<file path="src/fple_consts.vh">
// Constants for the log-binary exponent unit
`ifndef FPLE_CONSTS_VH
`define FPLE_CONSTS_VH

// ****************************************
// Register byte offsets
// ****************************************
`define FPLE_OFF_SRC_LO 8'h00
`define FPLE_OFF_SRC_HI 8'h04
`define FPLE_OFF_CFG 8'h08
`define FPLE_OFF_CMD 8'h0C
`define FPLE_OFF_RES_LO 8'h10
`define FPLE_OFF_RES_HI 8'h14
`define FPLE_OFF_STATUS 8'h18
`define FPLE_OFF_INT_CLR 8'h1C
`define FPLE_OFF_INT_EN 8'h20
`define FPLE_OFF_INFO 8'h24

// ****************************************
// Control field positions
// ****************************************
`define FPLE_CFG_DBL 0
`define FPLE_CFG_NORM 1
`define FPLE_CFG_FE_INV 2
`define FPLE_CFG_FE_ZDIV 3
`define FPLE_CFG_FE_UNDER 4
`define FPLE_CFG_FE_INEX 5
`define FPLE_CFG_W 6
`define FPLE_CMD_W 15
`define FPLE_KIND_GREG 2'h0
`define FPLE_KIND_FREG 2'h1
`define FPLE_KIND_FLIT 2'h2

// ****************************************
// Status bit positions
// ****************************************
`define FPLE_ST_DONE 0
`define FPLE_ST_FAULT 1
`define FPLE_ST_RSVD 2
`define FPLE_ST_INV 3
`define FPLE_ST_ZDIV 4
`define FPLE_ST_UNDER 5
`define FPLE_ST_INEX 6
`define FPLE_ST_OPND 7
`define FPLE_ST_W 8

// ****************************************
// Reset values
// ****************************************
`define FPLE_RST_CFG 6'h00
`define FPLE_RST_CMD 15'h0000
`define FPLE_RST_STATUS 8'h00
`define FPLE_RST_WORD 32'h0000_0000

// ****************************************
// Format constants
// ****************************************
`define FPLE_BIAS_S 12'h07F
`define FPLE_BIAS_D 12'h3FF
`define FPLE_DEN_OFF_S 12'h0B2
`define FPLE_DEN_OFF_D 12'h432
`define FPLE_ONE_S 32'h3F80_0000
`define FPLE_ONE_D 64'h3FF0_0000_0000_0000
`define FPLE_PINF_S 32'h7F80_0000
`define FPLE_PINF_D 64'h7FF0_0000_0000_0000
`define FPLE_NINF_S 32'hFF80_0000
`define FPLE_NINF_D 64'hFFF0_0000_0000_0000
`define FPLE_QBIT_S 22
`define FPLE_QBIT_D 51

// ****************************************
// Sequencer states
// ****************************************
`define FPLE_ST_IDLE 1'b0
`define FPLE_ST_EXEC 1'b1

`endif

</file>
<file path="src/fple_unpack.v">
// Source classification and unbiased exponent extraction
`timescale 1ns/1ps
`default_nettype none
`include "fple_consts.vh"

module fple_unpack (
	input wire [63:0] src,
	input wire dbl,
	output wire is_zero,
	output wire is_denorm,
	output wire is_inf,
	output wire is_nan,
	output wire is_snan,
	output wire [11:0] exp_unb
);
	wire [10:0] efld;
	wire [51:0] frac;
	wire e_max;
	reg [5:0] lead;
	integer i;

	// ****************************************
	// Field split
	// ****************************************
	assign efld = dbl ? src[62:52] : {3'h0, src[30:23]};
	assign frac = dbl ? src[51:0] : {src[22:0], 29'h0000_0000};
	assign e_max = dbl ? (efld == 11'h7FF) : (efld == 11'h0FF);
	assign is_zero = (efld == 11'h000) && (frac == 52'h0_0000_0000_0000);
	assign is_denorm = (efld == 11'h000) && (frac != 52'h0_0000_0000_0000);
	assign is_inf = e_max && (frac == 52'h0_0000_0000_0000);
	assign is_nan = e_max && (frac != 52'h0_0000_0000_0000);
	assign is_snan = is_nan && !frac[51];

	// ****************************************
	// Leading one of the fraction
	// ****************************************
	always @* begin
		lead = 6'h00;
		for (i = 0; i < 52; i = i + 1) begin
			if (frac[i])
				lead = i[5:0];
		end
	end

	assign exp_unb = is_denorm ? ({6'h00, lead} - (dbl ? `FPLE_DEN_OFF_D : `FPLE_DEN_OFF_S)) :
		({1'b0, efld} - (dbl ? `FPLE_BIAS_D : `FPLE_BIAS_S));
endmodule
`default_nettype wire

</file>
<file path="src/fple_i2f.v">
// Signed exponent to floating real conversion
`timescale 1ns/1ps
`default_nettype none
`include "fple_consts.vh"

module fple_i2f (
	input wire [11:0] ival,
	input wire dbl,
	output wire [63:0] res,
	output wire inexact,
	output wire underflow
);
	wire neg;
	wire [10:0] mag;
	wire [63:0] sh;
	wire [11:0] e_d;
	wire [11:0] e_s;
	reg [3:0] q;
	integer i;

	assign neg = ival[11];
	assign mag = neg ? (~ival[10:0] + 11'h001) : ival[10:0];

	always @* begin
		q = 4'h0;
		for (i = 0; i < 11; i = i + 1) begin
			if (mag[i])
				q = i[3:0];
		end
	end

	// ****************************************
	// Pack
	// ****************************************
	assign sh = {53'h0, mag} << (6'h34 - {2'h0, q});
	assign e_d = {8'h00, q} + `FPLE_BIAS_D;
	assign e_s = {8'h00, q} + `FPLE_BIAS_S;
	assign res = (mag == 11'h000) ? 64'h0000_0000_0000_0000 :
		dbl ? {neg, e_d[10:0], sh[51:0]} :
		{32'h0000_0000, neg, e_s[7:0], sh[51:29]};
	assign inexact = !dbl && (sh[28:0] != 29'h0000_0000);
	assign underflow = (mag != 11'h000) && ((dbl ? e_d[10:0] : {3'h0, e_s[7:0]}) == 11'h000);
endmodule
`default_nettype wire

</file>
<file path="src/fple_unit.v">
// APB-controlled log-binary exponent datapath
// Notes on behaviour
// - Result is the integral base-2 log, the unbiased exponent, as a real.
// - Denormal sources give the exponent after full normalization.
// - Double form: general register operands must be even, naming a pair.
// - Source from general register, floating register or literal; result to general or floating register.
// - Infinity gives plus infinity, NaN gives NaN, finite gives signed finite.
// - Zero source raises zero-divide instead of an ordinary result.
// - Denormal source with normalizing mode set raises reserved-encoding fault.
// - Underflow flagged when result too small for destination format.
// - Invalid-operation flagged for a signaling NaN source.
// - Inexact flagged when result not exactly representable.
// - Each exception faults only if its own control bit is set.
//
// Design decisions made here: the address map and the APB register port.
`timescale 1ns/1ps
`default_nettype none
`include "fple_consts.vh"

module fple_unit (
	input wire pclk,
	input wire presetn,
	input wire psel,
	input wire penable,
	input wire pwrite,
	input wire [7:0] paddr,
	input wire [31:0] pwdata,
	output reg [31:0] prdata,
	output reg pready,
	output reg pslverr,
	output reg irq
);
	// ****************************************
	// Registers
	// ****************************************
	reg [31:0] src_lo_r;
	reg [31:0] src_hi_r;
	reg [`FPLE_CFG_W-1:0] cfg_r;
	reg [`FPLE_CMD_W-1:0] cmd_r;
	reg [31:0] res_lo_r;
	reg [31:0] res_hi_r;
	reg [`FPLE_ST_W-1:0] status_r;
	reg [`FPLE_ST_W-1:0] status_nxt;
	reg [`FPLE_ST_W-1:0] int_en_r;
	reg state_r;
	reg state_nxt;

	wire access;
	wire commit;
	wire wr;
	wire start;
	reg [31:0] rd_mux;
	reg bad_addr;
	reg bad_wr;

	// ****************************************
	// Operand fields
	// ****************************************
	wire dbl;
	wire norm_mode;
	wire [4:0] src_idx;
	wire [1:0] src_kind;
	wire [4:0] dst_idx;
	wire [1:0] dst_kind;

	assign dbl = cfg_r[`FPLE_CFG_DBL];
	assign norm_mode = cfg_r[`FPLE_CFG_NORM];
	assign src_idx = cmd_r[4:0];
	assign src_kind = cmd_r[6:5];
	assign dst_idx = cmd_r[12:8];
	assign dst_kind = cmd_r[14:13];

	// ****************************************
	// Bus decode
	// ****************************************
	assign access = psel && penable;
	assign commit = access && pready;
	assign wr = commit && pwrite && !bad_addr && !bad_wr;
	assign start = wr && (paddr == `FPLE_OFF_CMD);

	always @* begin
		rd_mux = `FPLE_RST_WORD;
		bad_addr = 1'b0;
		bad_wr = 1'b0;
		case (paddr)
		`FPLE_OFF_SRC_LO: begin
			rd_mux = src_lo_r;
		end
		`FPLE_OFF_SRC_HI: begin
			rd_mux = src_hi_r;
		end
		`FPLE_OFF_CFG: begin
			rd_mux = {26'h000_0000, cfg_r};
		end
		`FPLE_OFF_CMD: begin
			rd_mux = {17'h0_0000, cmd_r};
			bad_wr = pwrite && (state_r == `FPLE_ST_EXEC);
		end
		`FPLE_OFF_RES_LO: begin
			rd_mux = res_lo_r;
			bad_wr = pwrite;
		end
		`FPLE_OFF_RES_HI: begin
			rd_mux = res_hi_r;
			bad_wr = pwrite;
		end
		`FPLE_OFF_STATUS: begin
			rd_mux = {24'h00_0000, status_r};
			bad_wr = pwrite;
		end
		`FPLE_OFF_INT_CLR: begin
			rd_mux = `FPLE_RST_WORD;
		end
		`FPLE_OFF_INT_EN: begin
			rd_mux = {24'h00_0000, int_en_r};
		end
		`FPLE_OFF_INFO: begin
			rd_mux = {16'h0000, 1'b0, dst_kind, dst_idx, 7'h00, state_r};
			bad_wr = pwrite;
		end
		default: begin
			bad_addr = 1'b1;
		end
		endcase
	end

	// ****************************************
	// APB response
	// ****************************************
	always @(posedge pclk or negedge presetn) begin
		if (!presetn) begin
			pready <= 1'b0;
			prdata <= `FPLE_RST_WORD;
			pslverr <= 1'b0;
		end else begin
			pready <= access && !pready;
			if (access && !pready) begin
				prdata <= (pwrite || bad_addr) ? `FPLE_RST_WORD : rd_mux;
				pslverr <= bad_addr || bad_wr;
			end else begin
				prdata <= `FPLE_RST_WORD;
				pslverr <= 1'b0;
			end
		end
	end

	// ****************************************
	// Datapath
	// ****************************************
	wire [63:0] src_val;
	wire [63:0] src_reg;
	wire u_zero;
	wire u_den;
	wire u_inf;
	wire u_nan;
	wire u_snan;
	wire [11:0] u_exp;
	wire [63:0] cv_res;
	wire cv_inex;
	wire cv_under;

	assign src_reg = dbl ? {src_hi_r, src_lo_r} : {32'h0000_0000, src_lo_r};
	assign src_val = (src_kind == `FPLE_KIND_FLIT) ?
		(src_idx[0] ? (dbl ? `FPLE_ONE_D : {32'h0000_0000, `FPLE_ONE_S}) : 64'h0000_0000_0000_0000) :
		src_reg;

	fple_unpack u_unpack (
		.src(src_val),
		.dbl(dbl),
		.is_zero(u_zero),
		.is_denorm(u_den),
		.is_inf(u_inf),
		.is_nan(u_nan),
		.is_snan(u_snan),
		.exp_unb(u_exp)
	);

	fple_i2f u_i2f (
		.ival(u_exp),
		.dbl(dbl),
		.res(cv_res),
		.inexact(cv_inex),
		.underflow(cv_under)
	);

	// ****************************************
	// Classification and exceptions
	// ****************************************
	wire opnd_bad;
	wire rsvd;
	wire ex_inv;
	wire ex_zdiv;
	wire ex_under;
	wire ex_inex;
	wire fault;
	wire finite;
	wire [63:0] qnan;
	wire [63:0] result;

	assign opnd_bad = (src_kind == 2'h3) ||
		((src_kind == `FPLE_KIND_FLIT) && (src_idx > 5'h01)) ||
		((src_kind == `FPLE_KIND_GREG) && dbl && src_idx[0]) ||
		(dst_kind[1]) ||
		((dst_kind == `FPLE_KIND_GREG) && dbl && dst_idx[0]);
	assign rsvd = !opnd_bad && u_den && norm_mode;
	assign finite = !u_zero && !u_inf && !u_nan;
	assign ex_inv = !opnd_bad && !rsvd && u_snan;
	assign ex_zdiv = !opnd_bad && !rsvd && u_zero;
	assign ex_under = !opnd_bad && !rsvd && finite && cv_under;
	assign ex_inex = !opnd_bad && !rsvd && finite && cv_inex;
	assign fault = opnd_bad || rsvd ||
		(ex_inv && cfg_r[`FPLE_CFG_FE_INV]) ||
		(ex_zdiv && cfg_r[`FPLE_CFG_FE_ZDIV]) ||
		(ex_under && cfg_r[`FPLE_CFG_FE_UNDER]) ||
		(ex_inex && cfg_r[`FPLE_CFG_FE_INEX]);

	assign qnan = dbl ? (src_val | (64'h0000_0000_0000_0001 << `FPLE_QBIT_D)) :
		(src_val | (64'h0000_0000_0000_0001 << `FPLE_QBIT_S));
	assign result = u_nan ? qnan :
		u_inf ? (dbl ? `FPLE_PINF_D : {32'h0000_0000, `FPLE_PINF_S}) :
		u_zero ? (dbl ? `FPLE_NINF_D : {32'h0000_0000, `FPLE_NINF_S}) :
		cv_res;

	// ****************************************
	// Sequencer
	// ****************************************
	always @* begin
		state_nxt = state_r;
		case (state_r)
		`FPLE_ST_IDLE: begin
			if (start)
				state_nxt = `FPLE_ST_EXEC;
		end
		`FPLE_ST_EXEC: begin
			state_nxt = `FPLE_ST_IDLE;
		end
		default: begin
			state_nxt = `FPLE_ST_IDLE;
		end
		endcase
	end

	// ****************************************
	// Sticky status, set wins over clear
	// ****************************************
	reg [`FPLE_ST_W-1:0] st_set;
	wire [`FPLE_ST_W-1:0] st_clr;

	assign st_clr = (wr && (paddr == `FPLE_OFF_INT_CLR)) ? pwdata[`FPLE_ST_W-1:0] : `FPLE_RST_STATUS;

	always @* begin
		st_set = `FPLE_RST_STATUS;
		if (state_r == `FPLE_ST_EXEC) begin
			st_set[`FPLE_ST_DONE] = 1'b1;
			st_set[`FPLE_ST_FAULT] = fault;
			st_set[`FPLE_ST_RSVD] = rsvd;
			st_set[`FPLE_ST_INV] = ex_inv;
			st_set[`FPLE_ST_ZDIV] = ex_zdiv;
			st_set[`FPLE_ST_UNDER] = ex_under;
			st_set[`FPLE_ST_INEX] = ex_inex;
			st_set[`FPLE_ST_OPND] = opnd_bad;
		end
		status_nxt = (status_r & ~st_clr) | st_set;
	end

	// ****************************************
	// Register writes
	// ****************************************
	always @(posedge pclk or negedge presetn) begin
		if (!presetn) begin
			src_lo_r <= `FPLE_RST_WORD;
			src_hi_r <= `FPLE_RST_WORD;
			cfg_r <= `FPLE_RST_CFG;
			cmd_r <= `FPLE_RST_CMD;
			int_en_r <= `FPLE_RST_STATUS;
			res_lo_r <= `FPLE_RST_WORD;
			res_hi_r <= `FPLE_RST_WORD;
			status_r <= `FPLE_RST_STATUS;
			state_r <= `FPLE_ST_IDLE;
			irq <= 1'b0;
		end else begin
			state_r <= state_nxt;
			status_r <= status_nxt;
			irq <= |(status_r & int_en_r);
			if (wr && (paddr == `FPLE_OFF_SRC_LO))
				src_lo_r <= pwdata;
			if (wr && (paddr == `FPLE_OFF_SRC_HI))
				src_hi_r <= pwdata;
			if (wr && (paddr == `FPLE_OFF_CFG) && (state_r == `FPLE_ST_IDLE))
				cfg_r <= pwdata[`FPLE_CFG_W-1:0];
			if (start)
				cmd_r <= pwdata[`FPLE_CMD_W-1:0];
			if (wr && (paddr == `FPLE_OFF_INT_EN))
				int_en_r <= pwdata[`FPLE_ST_W-1:0];
			if ((state_r == `FPLE_ST_EXEC) && !fault) begin
				res_lo_r <= result[31:0];
				res_hi_r <= result[63:32];
			end
		end
	end
endmodule
`default_nettype wire

</file>
<file path="config.mk">
export PLATFORM = sky130hd
export DESIGN_NAME = fple_unit
export DESIGN_NICKNAME = d
export VERILOG_FILES = /design/src/fple_unpack.v /design/src/fple_i2f.v /design/src/fple_unit.v
export VERILOG_INCLUDE_DIRS = /design/src
export SDC_FILE = /design/constraint.sdc
export NUM_CORES = 1
export LEC_CHECK = 0
export ABC_AREA = 1
export BUFFER_PORTS_ARGS = -buffer_cell sky130_fd_sc_hd__buf_2
export CAP_MARGIN = 10
export CORE_MARGIN = 1
export CORE_UTILIZATION = 41
export DETAILED_ROUTE_END_ITERATION = 8
export GPL_TIMING_DRIVEN = 0
export HOLD_SLACK_MARGIN = 0.1
export SLEW_MARGIN = 20
export SYNTH_ARGS = -nofsm -noshare
export SYNTH_HDL_FRONTEND = slang
export SYNTH_SLANG_ARGS = --single-unit
</file>
<file path="constraint.sdc">
create_clock -name pclk -period 16.4 [get_ports pclk]
set_clock_uncertainty 0.2 [all_clocks]
set_input_delay 0 -clock pclk [delete_from_list [all_inputs] [get_ports pclk]]
set_output_delay 0 -clock pclk [all_outputs]
set_load 0.005 [all_outputs]
</file>
==> results.py <==
metrics = {
    "global_route": {
        "grt_use_met3_pct": 3.93,
        "grt_max_degree": 91,
        "antenna_violations_before_repair": 0,
        "grtUsageMet1_pct": 43.4,
        "first_global_vias": 12100,
        "global_route.usage.met2_pct": 49.3,
        "grt_overflow_total": 0,
        "globalRoute.busiestLayer": "met2",
        "grt_util_all_layers_pct": 31.1,
        "grt_first_pass_wirelength_mm": 71.7,
    },
    "layout": {
        "syn2layout_area_growth_pct": 19.2,
        "layout.nets": 1914,
        "drive_gt1_share_pct": 10.8,
        "n_antenna_cell": 0,
        "final_core_utilization_pct": 49.9,
    },
    "sta": {
        "slew_violations": 0,
        "period_minus_slack_ns": 8.31,
        "final-setup-viol-count": 0,
        "grt_setup_unrepaired": "no",
        "clock.fmax_mhz": 120,
        "report.final.hold_viol_count": 0,
        "fin_hold_ws_ns": 0.105,
        "fin_crit_sh_pct": 50.7,
        "timing_worst_slew_pin_value_ns": 1.11,
        "fin_setup_tns_ns": 0,
        "slew-limit-headroom_pct": 25.4,
        "postLayoutSetupSlackWorst_ns": 8.09,
    },
    "clocking": {
        "clock_latency_ns": 0.52,
        "cts-htree-levels": 1,
        "buffers_from_clock_root_to_sink_at_most": 3,
        "clock_pin_slew_on_the_worst_setup_and_hold_paths_ns": 0.06,
        "cts_inserted_buffers": 24,
        "tritoncts": "built",
        "clock_root_buffer": "sky130_fd_sc_hd__clkbuf_16",
        "numClockSinks": 201,
        "cts.repair.resized": 0,
    },
    "worst_setup_path": {
        "crit_type": "register to register",
        "critical-path-slowest-cell": "sky130_fd_sc_hd__dfrtp_1",
        "reg2regPathDepth": 44,
        "crit_required_ns": 16.63,
        "buffers_plus_inverters_on_the_worst_setup_path": 15,
        "critical_path.max_fanout": 10,
        "path_depth": 44,
        "arrival_ns": 8.55,
        "worst_setup_path_end_kind": "register",
        "critPathMaxStageDelay_ns": 0.46,
        "worst_path_dominant_cell_family": "simple AND/OR/NAND/NOR gates",
        "worstSetupStartpointType": "register",
    },
    "detailed_routing": {
        "vias": 12600,
        "post-route-drc-count": 0,
        "drt_first_pass_iters": 6,
        "final_antenna_net_count": 0,
        "detail_route.iter0.violations": 1372,
        "route.detailed.vias_per_inst": 5.56,
        "wire_per_inst_um": 20.7,
        "wl_mm": 46.8,
    },
    "logic_synthesis": {
        "yosys_most_used_dff": "sky130_fd_sc_hd__dfrtp_1",
        "yosys.area.top_type_share_pct": 41.6,
        "mappedNetlistArea_mm2": 0.0121,
        "ff_latch_count_synth": 201,
        "cell_taking_the_most_area_after_synthesis": "sky130_fd_sc_hd__dfrtp_1",
        "synth_seq_area_share_pct": 41.6,
        "synth_cell_type_count": 52,
        "synth_most_common_cell": "sky130_fd_sc_hd__nand2_1",
        "synthArstFlopShare_pct": 100,
        "netlist_top_cells_count": "475 x sky130_fd_sc_hd__nand2_1, 204 x sky130_fd_sc_hd__inv_1, 201 x sky130_fd_sc_hd__dfrtp_1, 168 x sky130_fd_sc_hd__nor2_1, 143 x sky130_fd_sc_hd__o21ai_0",
        "synthesis.area_per_instance_um2": 7.12,
        "syn_nets": 1751,
        "synthesis.yosys.warnings": 0,
        "synthTopCellsByArea": "sky130_fd_sc_hd__dfrtp_1 42%, sky130_fd_sc_hd__nand2_1 15%, sky130_fd_sc_hd__inv_1 6.3%",
        "post_synth_inst_count": 1697,
        "synth_enable_flop_cells": 0,
    },
    "floorplanning": {
        "ioPinCount": 80,
        "die_area_mm2": 0.0302,
        "start_util_pct": 41.9,
        "placementRows": 62,
        "die-height_um": 174,
        "die_width_um": 174,
        "core_mm2": 0.0289,
    },
    "power_and_ir_drop": {
        "power.static_leakage_nw": 6.78,
        "power_density_mw_per_mm2": 75.0,
        "vdd_ir_drop_max_mv": 0.0641,
    },
    "job": {
        "maxCapViolCount": 0,
    },
    "placement": {
        "gpl.final_weighted_congestion": 1.04,
        "dp_worst_setup_slack_ns": 8.25,
        "place.port_buffers": 79,
        "dp_hpwl_mm": 34.8,
    },
    "min_path": {
        "min_path_cells": 4,
        "worstHoldPathType": "primary input to register",
    },
    "outcome": {
        "outcome": "finished clean",
    },
}
power by group:
group | total (mW) | internal, mW | switching [mW]
combinational | 0.0476 | 0.0187 | 0.0289
clock | 0.537 | 0.324 | 0.213
sequential | 0.497 | 0.496 | 0.000220
total | 1.08 | 0.839 | 0.242
registers in the layout, indices dropped and copies added, names as in the netlist:
name,count
status_r,8
irq,1
res_lo_r,32
prdata,32
pslverr,1
src_lo_r,32
cfg_r,6
int_en_r,8
pready,1
cmd_r,15
res_hi_r,32
src_hi_r,32
state_r,1
per-stage QoR:
stage / area (um^2) / instances / power (mW)
after CTS: 14400 / 2260 / 1.09
final: 14400 / 2260 / 1.08
after global routing: 14400 / 2260 / 1.11
after detailed placement: 13000 / 2162 / 0.543
after global placement: 13000 / 2160 / 0.541
after floorplan: 12100 / 1697 / 0.519
cell usage in the layout, fill, tap and decap left out, types with 3 or more instances in the layout:
master	netlist	final
sky130_fd_sc_hd__nand2_1	475	475
sky130_fd_sc_hd__a21oi_1	58	58
sky130_fd_sc_hd__xor2_2	4	4
sky130_fd_sc_hd__nand2_2	10	10
sky130_fd_sc_hd__clkinv_1	4	4
sky130_fd_sc_hd__o21ai_1	29	29
sky130_fd_sc_hd__o21ai_0	143	143
sky130_fd_sc_hd__o31ai_2	3	3
sky130_fd_sc_hd__dfrtp_1	201	201
sky130_fd_sc_hd__nand3_1	81	81
sky130_fd_sc_hd__clkinv_2	0	4
sky130_fd_sc_hd__a21boi_1	22	22
sky130_fd_sc_hd__or2_1	8	8
sky130_fd_sc_hd__clkbuf_16	0	25
sky130_fd_sc_hd__nor2_1	168	167
sky130_fd_sc_hd__a41oi_1	11	11
sky130_fd_sc_hd__clkbuf_8	0	7
sky130_fd_sc_hd__buf_1	3	3
sky130_fd_sc_hd__buf_4	8	8
sky130_fd_sc_hd__a31oi_1	14	14
sky130_fd_sc_hd__nor3_1	27	27
sky130_fd_sc_hd__a221oi_1	28	28
sky130_fd_sc_hd__o22ai_1	29	29
sky130_fd_sc_hd__xor2_1	6	6
sky130_fd_sc_hd__o21bai_1	3	3
sky130_fd_sc_hd__ha_1	9	9
sky130_fd_sc_hd__buf_2	15	93
sky130_fd_sc_hd__inv_1	204	204
sky130_fd_sc_hd__nand4_1	24	24
sky130_fd_sc_hd__buf_6	8	8
sky130_fd_sc_hd__xnor2_1	3	3
sky130_fd_sc_hd__inv_2	8	8
sky130_fd_sc_hd__or2_2	13	13
sky130_fd_sc_hd__buf_16	0	3
sky130_fd_sc_hd__dlygate4sd3_1	0	55
sky130_fd_sc_hd__clkbuf_1	43	47
sky130_fd_sc_hd__nor4_1	4	3
sky130_fd_sc_hd__nor2_2	3	4
sky130_fd_sc_hd__a22oi_1	6	6
cells by family (layout without fill, tap and decap cells):
kind of cell | Yosys count | count (layout) | synth area share [%]
XOR/XNOR | 13 | 13 | 1.19
AO/OA/AOI/OAI | 360 | 360 | 17.9
adder cells (fa/ha/maj) | 9 | 9 | 0.932
buffers and inverters | 294 | 473 | 10.1
flip-flops | 201 | 201 | 41.6
AND/OR/NAND/NOR | 820 | 820 | 28.3
worst paths after layout:
| path | from | to | slack (ns) |
|---|---|---|---|
| min reg2reg | res_lo_r[27] | res_lo_r[27] | 0.27 |
| max reg2reg | cfg_r[0] | res_hi_r[19] | 8.09 |
| min in group asynchronous | presetn | int_en_r[2] | 0.39 |
| max | cfg_r[0] | res_hi_r[19] | 8.09 |
| max in group asynchronous | presetn | res_lo_r[18] | 14.82 |
| min | pwdata[27] | src_hi_r[27] | 0.11 |
tightest hold or removal path: stages:
cell                            delay [ns]
sky130_fd_sc_hd__dlygate4sd3_1        0.51
sky130_fd_sc_hd__buf_2                0.09
sky130_fd_sc_hd__inv_1                0.04
sky130_fd_sc_hd__o21ai_0              0.14
per-layer routing:
layer / vias to the layer above / part of all wire [%]
li1: 5871 / -
met1: 6001 / 44
met2: 582 / 44
met3: 116 / 7.3
met4: 0 / 4.3
met5: - / 0
area by class of cell:
class	count	area, um^2
fill	2995	14500
clock buffer	36	737
timing repair buffer	137	1040
sequential	201	5030
tap	384	480
clock inverter	6	58.8
multi-input combinational	1202	5850
inverter	217	817
buffer	77	398
repair_timing:
action,4_1_cts,5_1_grt
hold endpoints to repair,316,0
buffers inserted,0,0
endpoints found under the setup margin,0,0
hold buffers,56,0
Power figures use the tool's default switching activity.
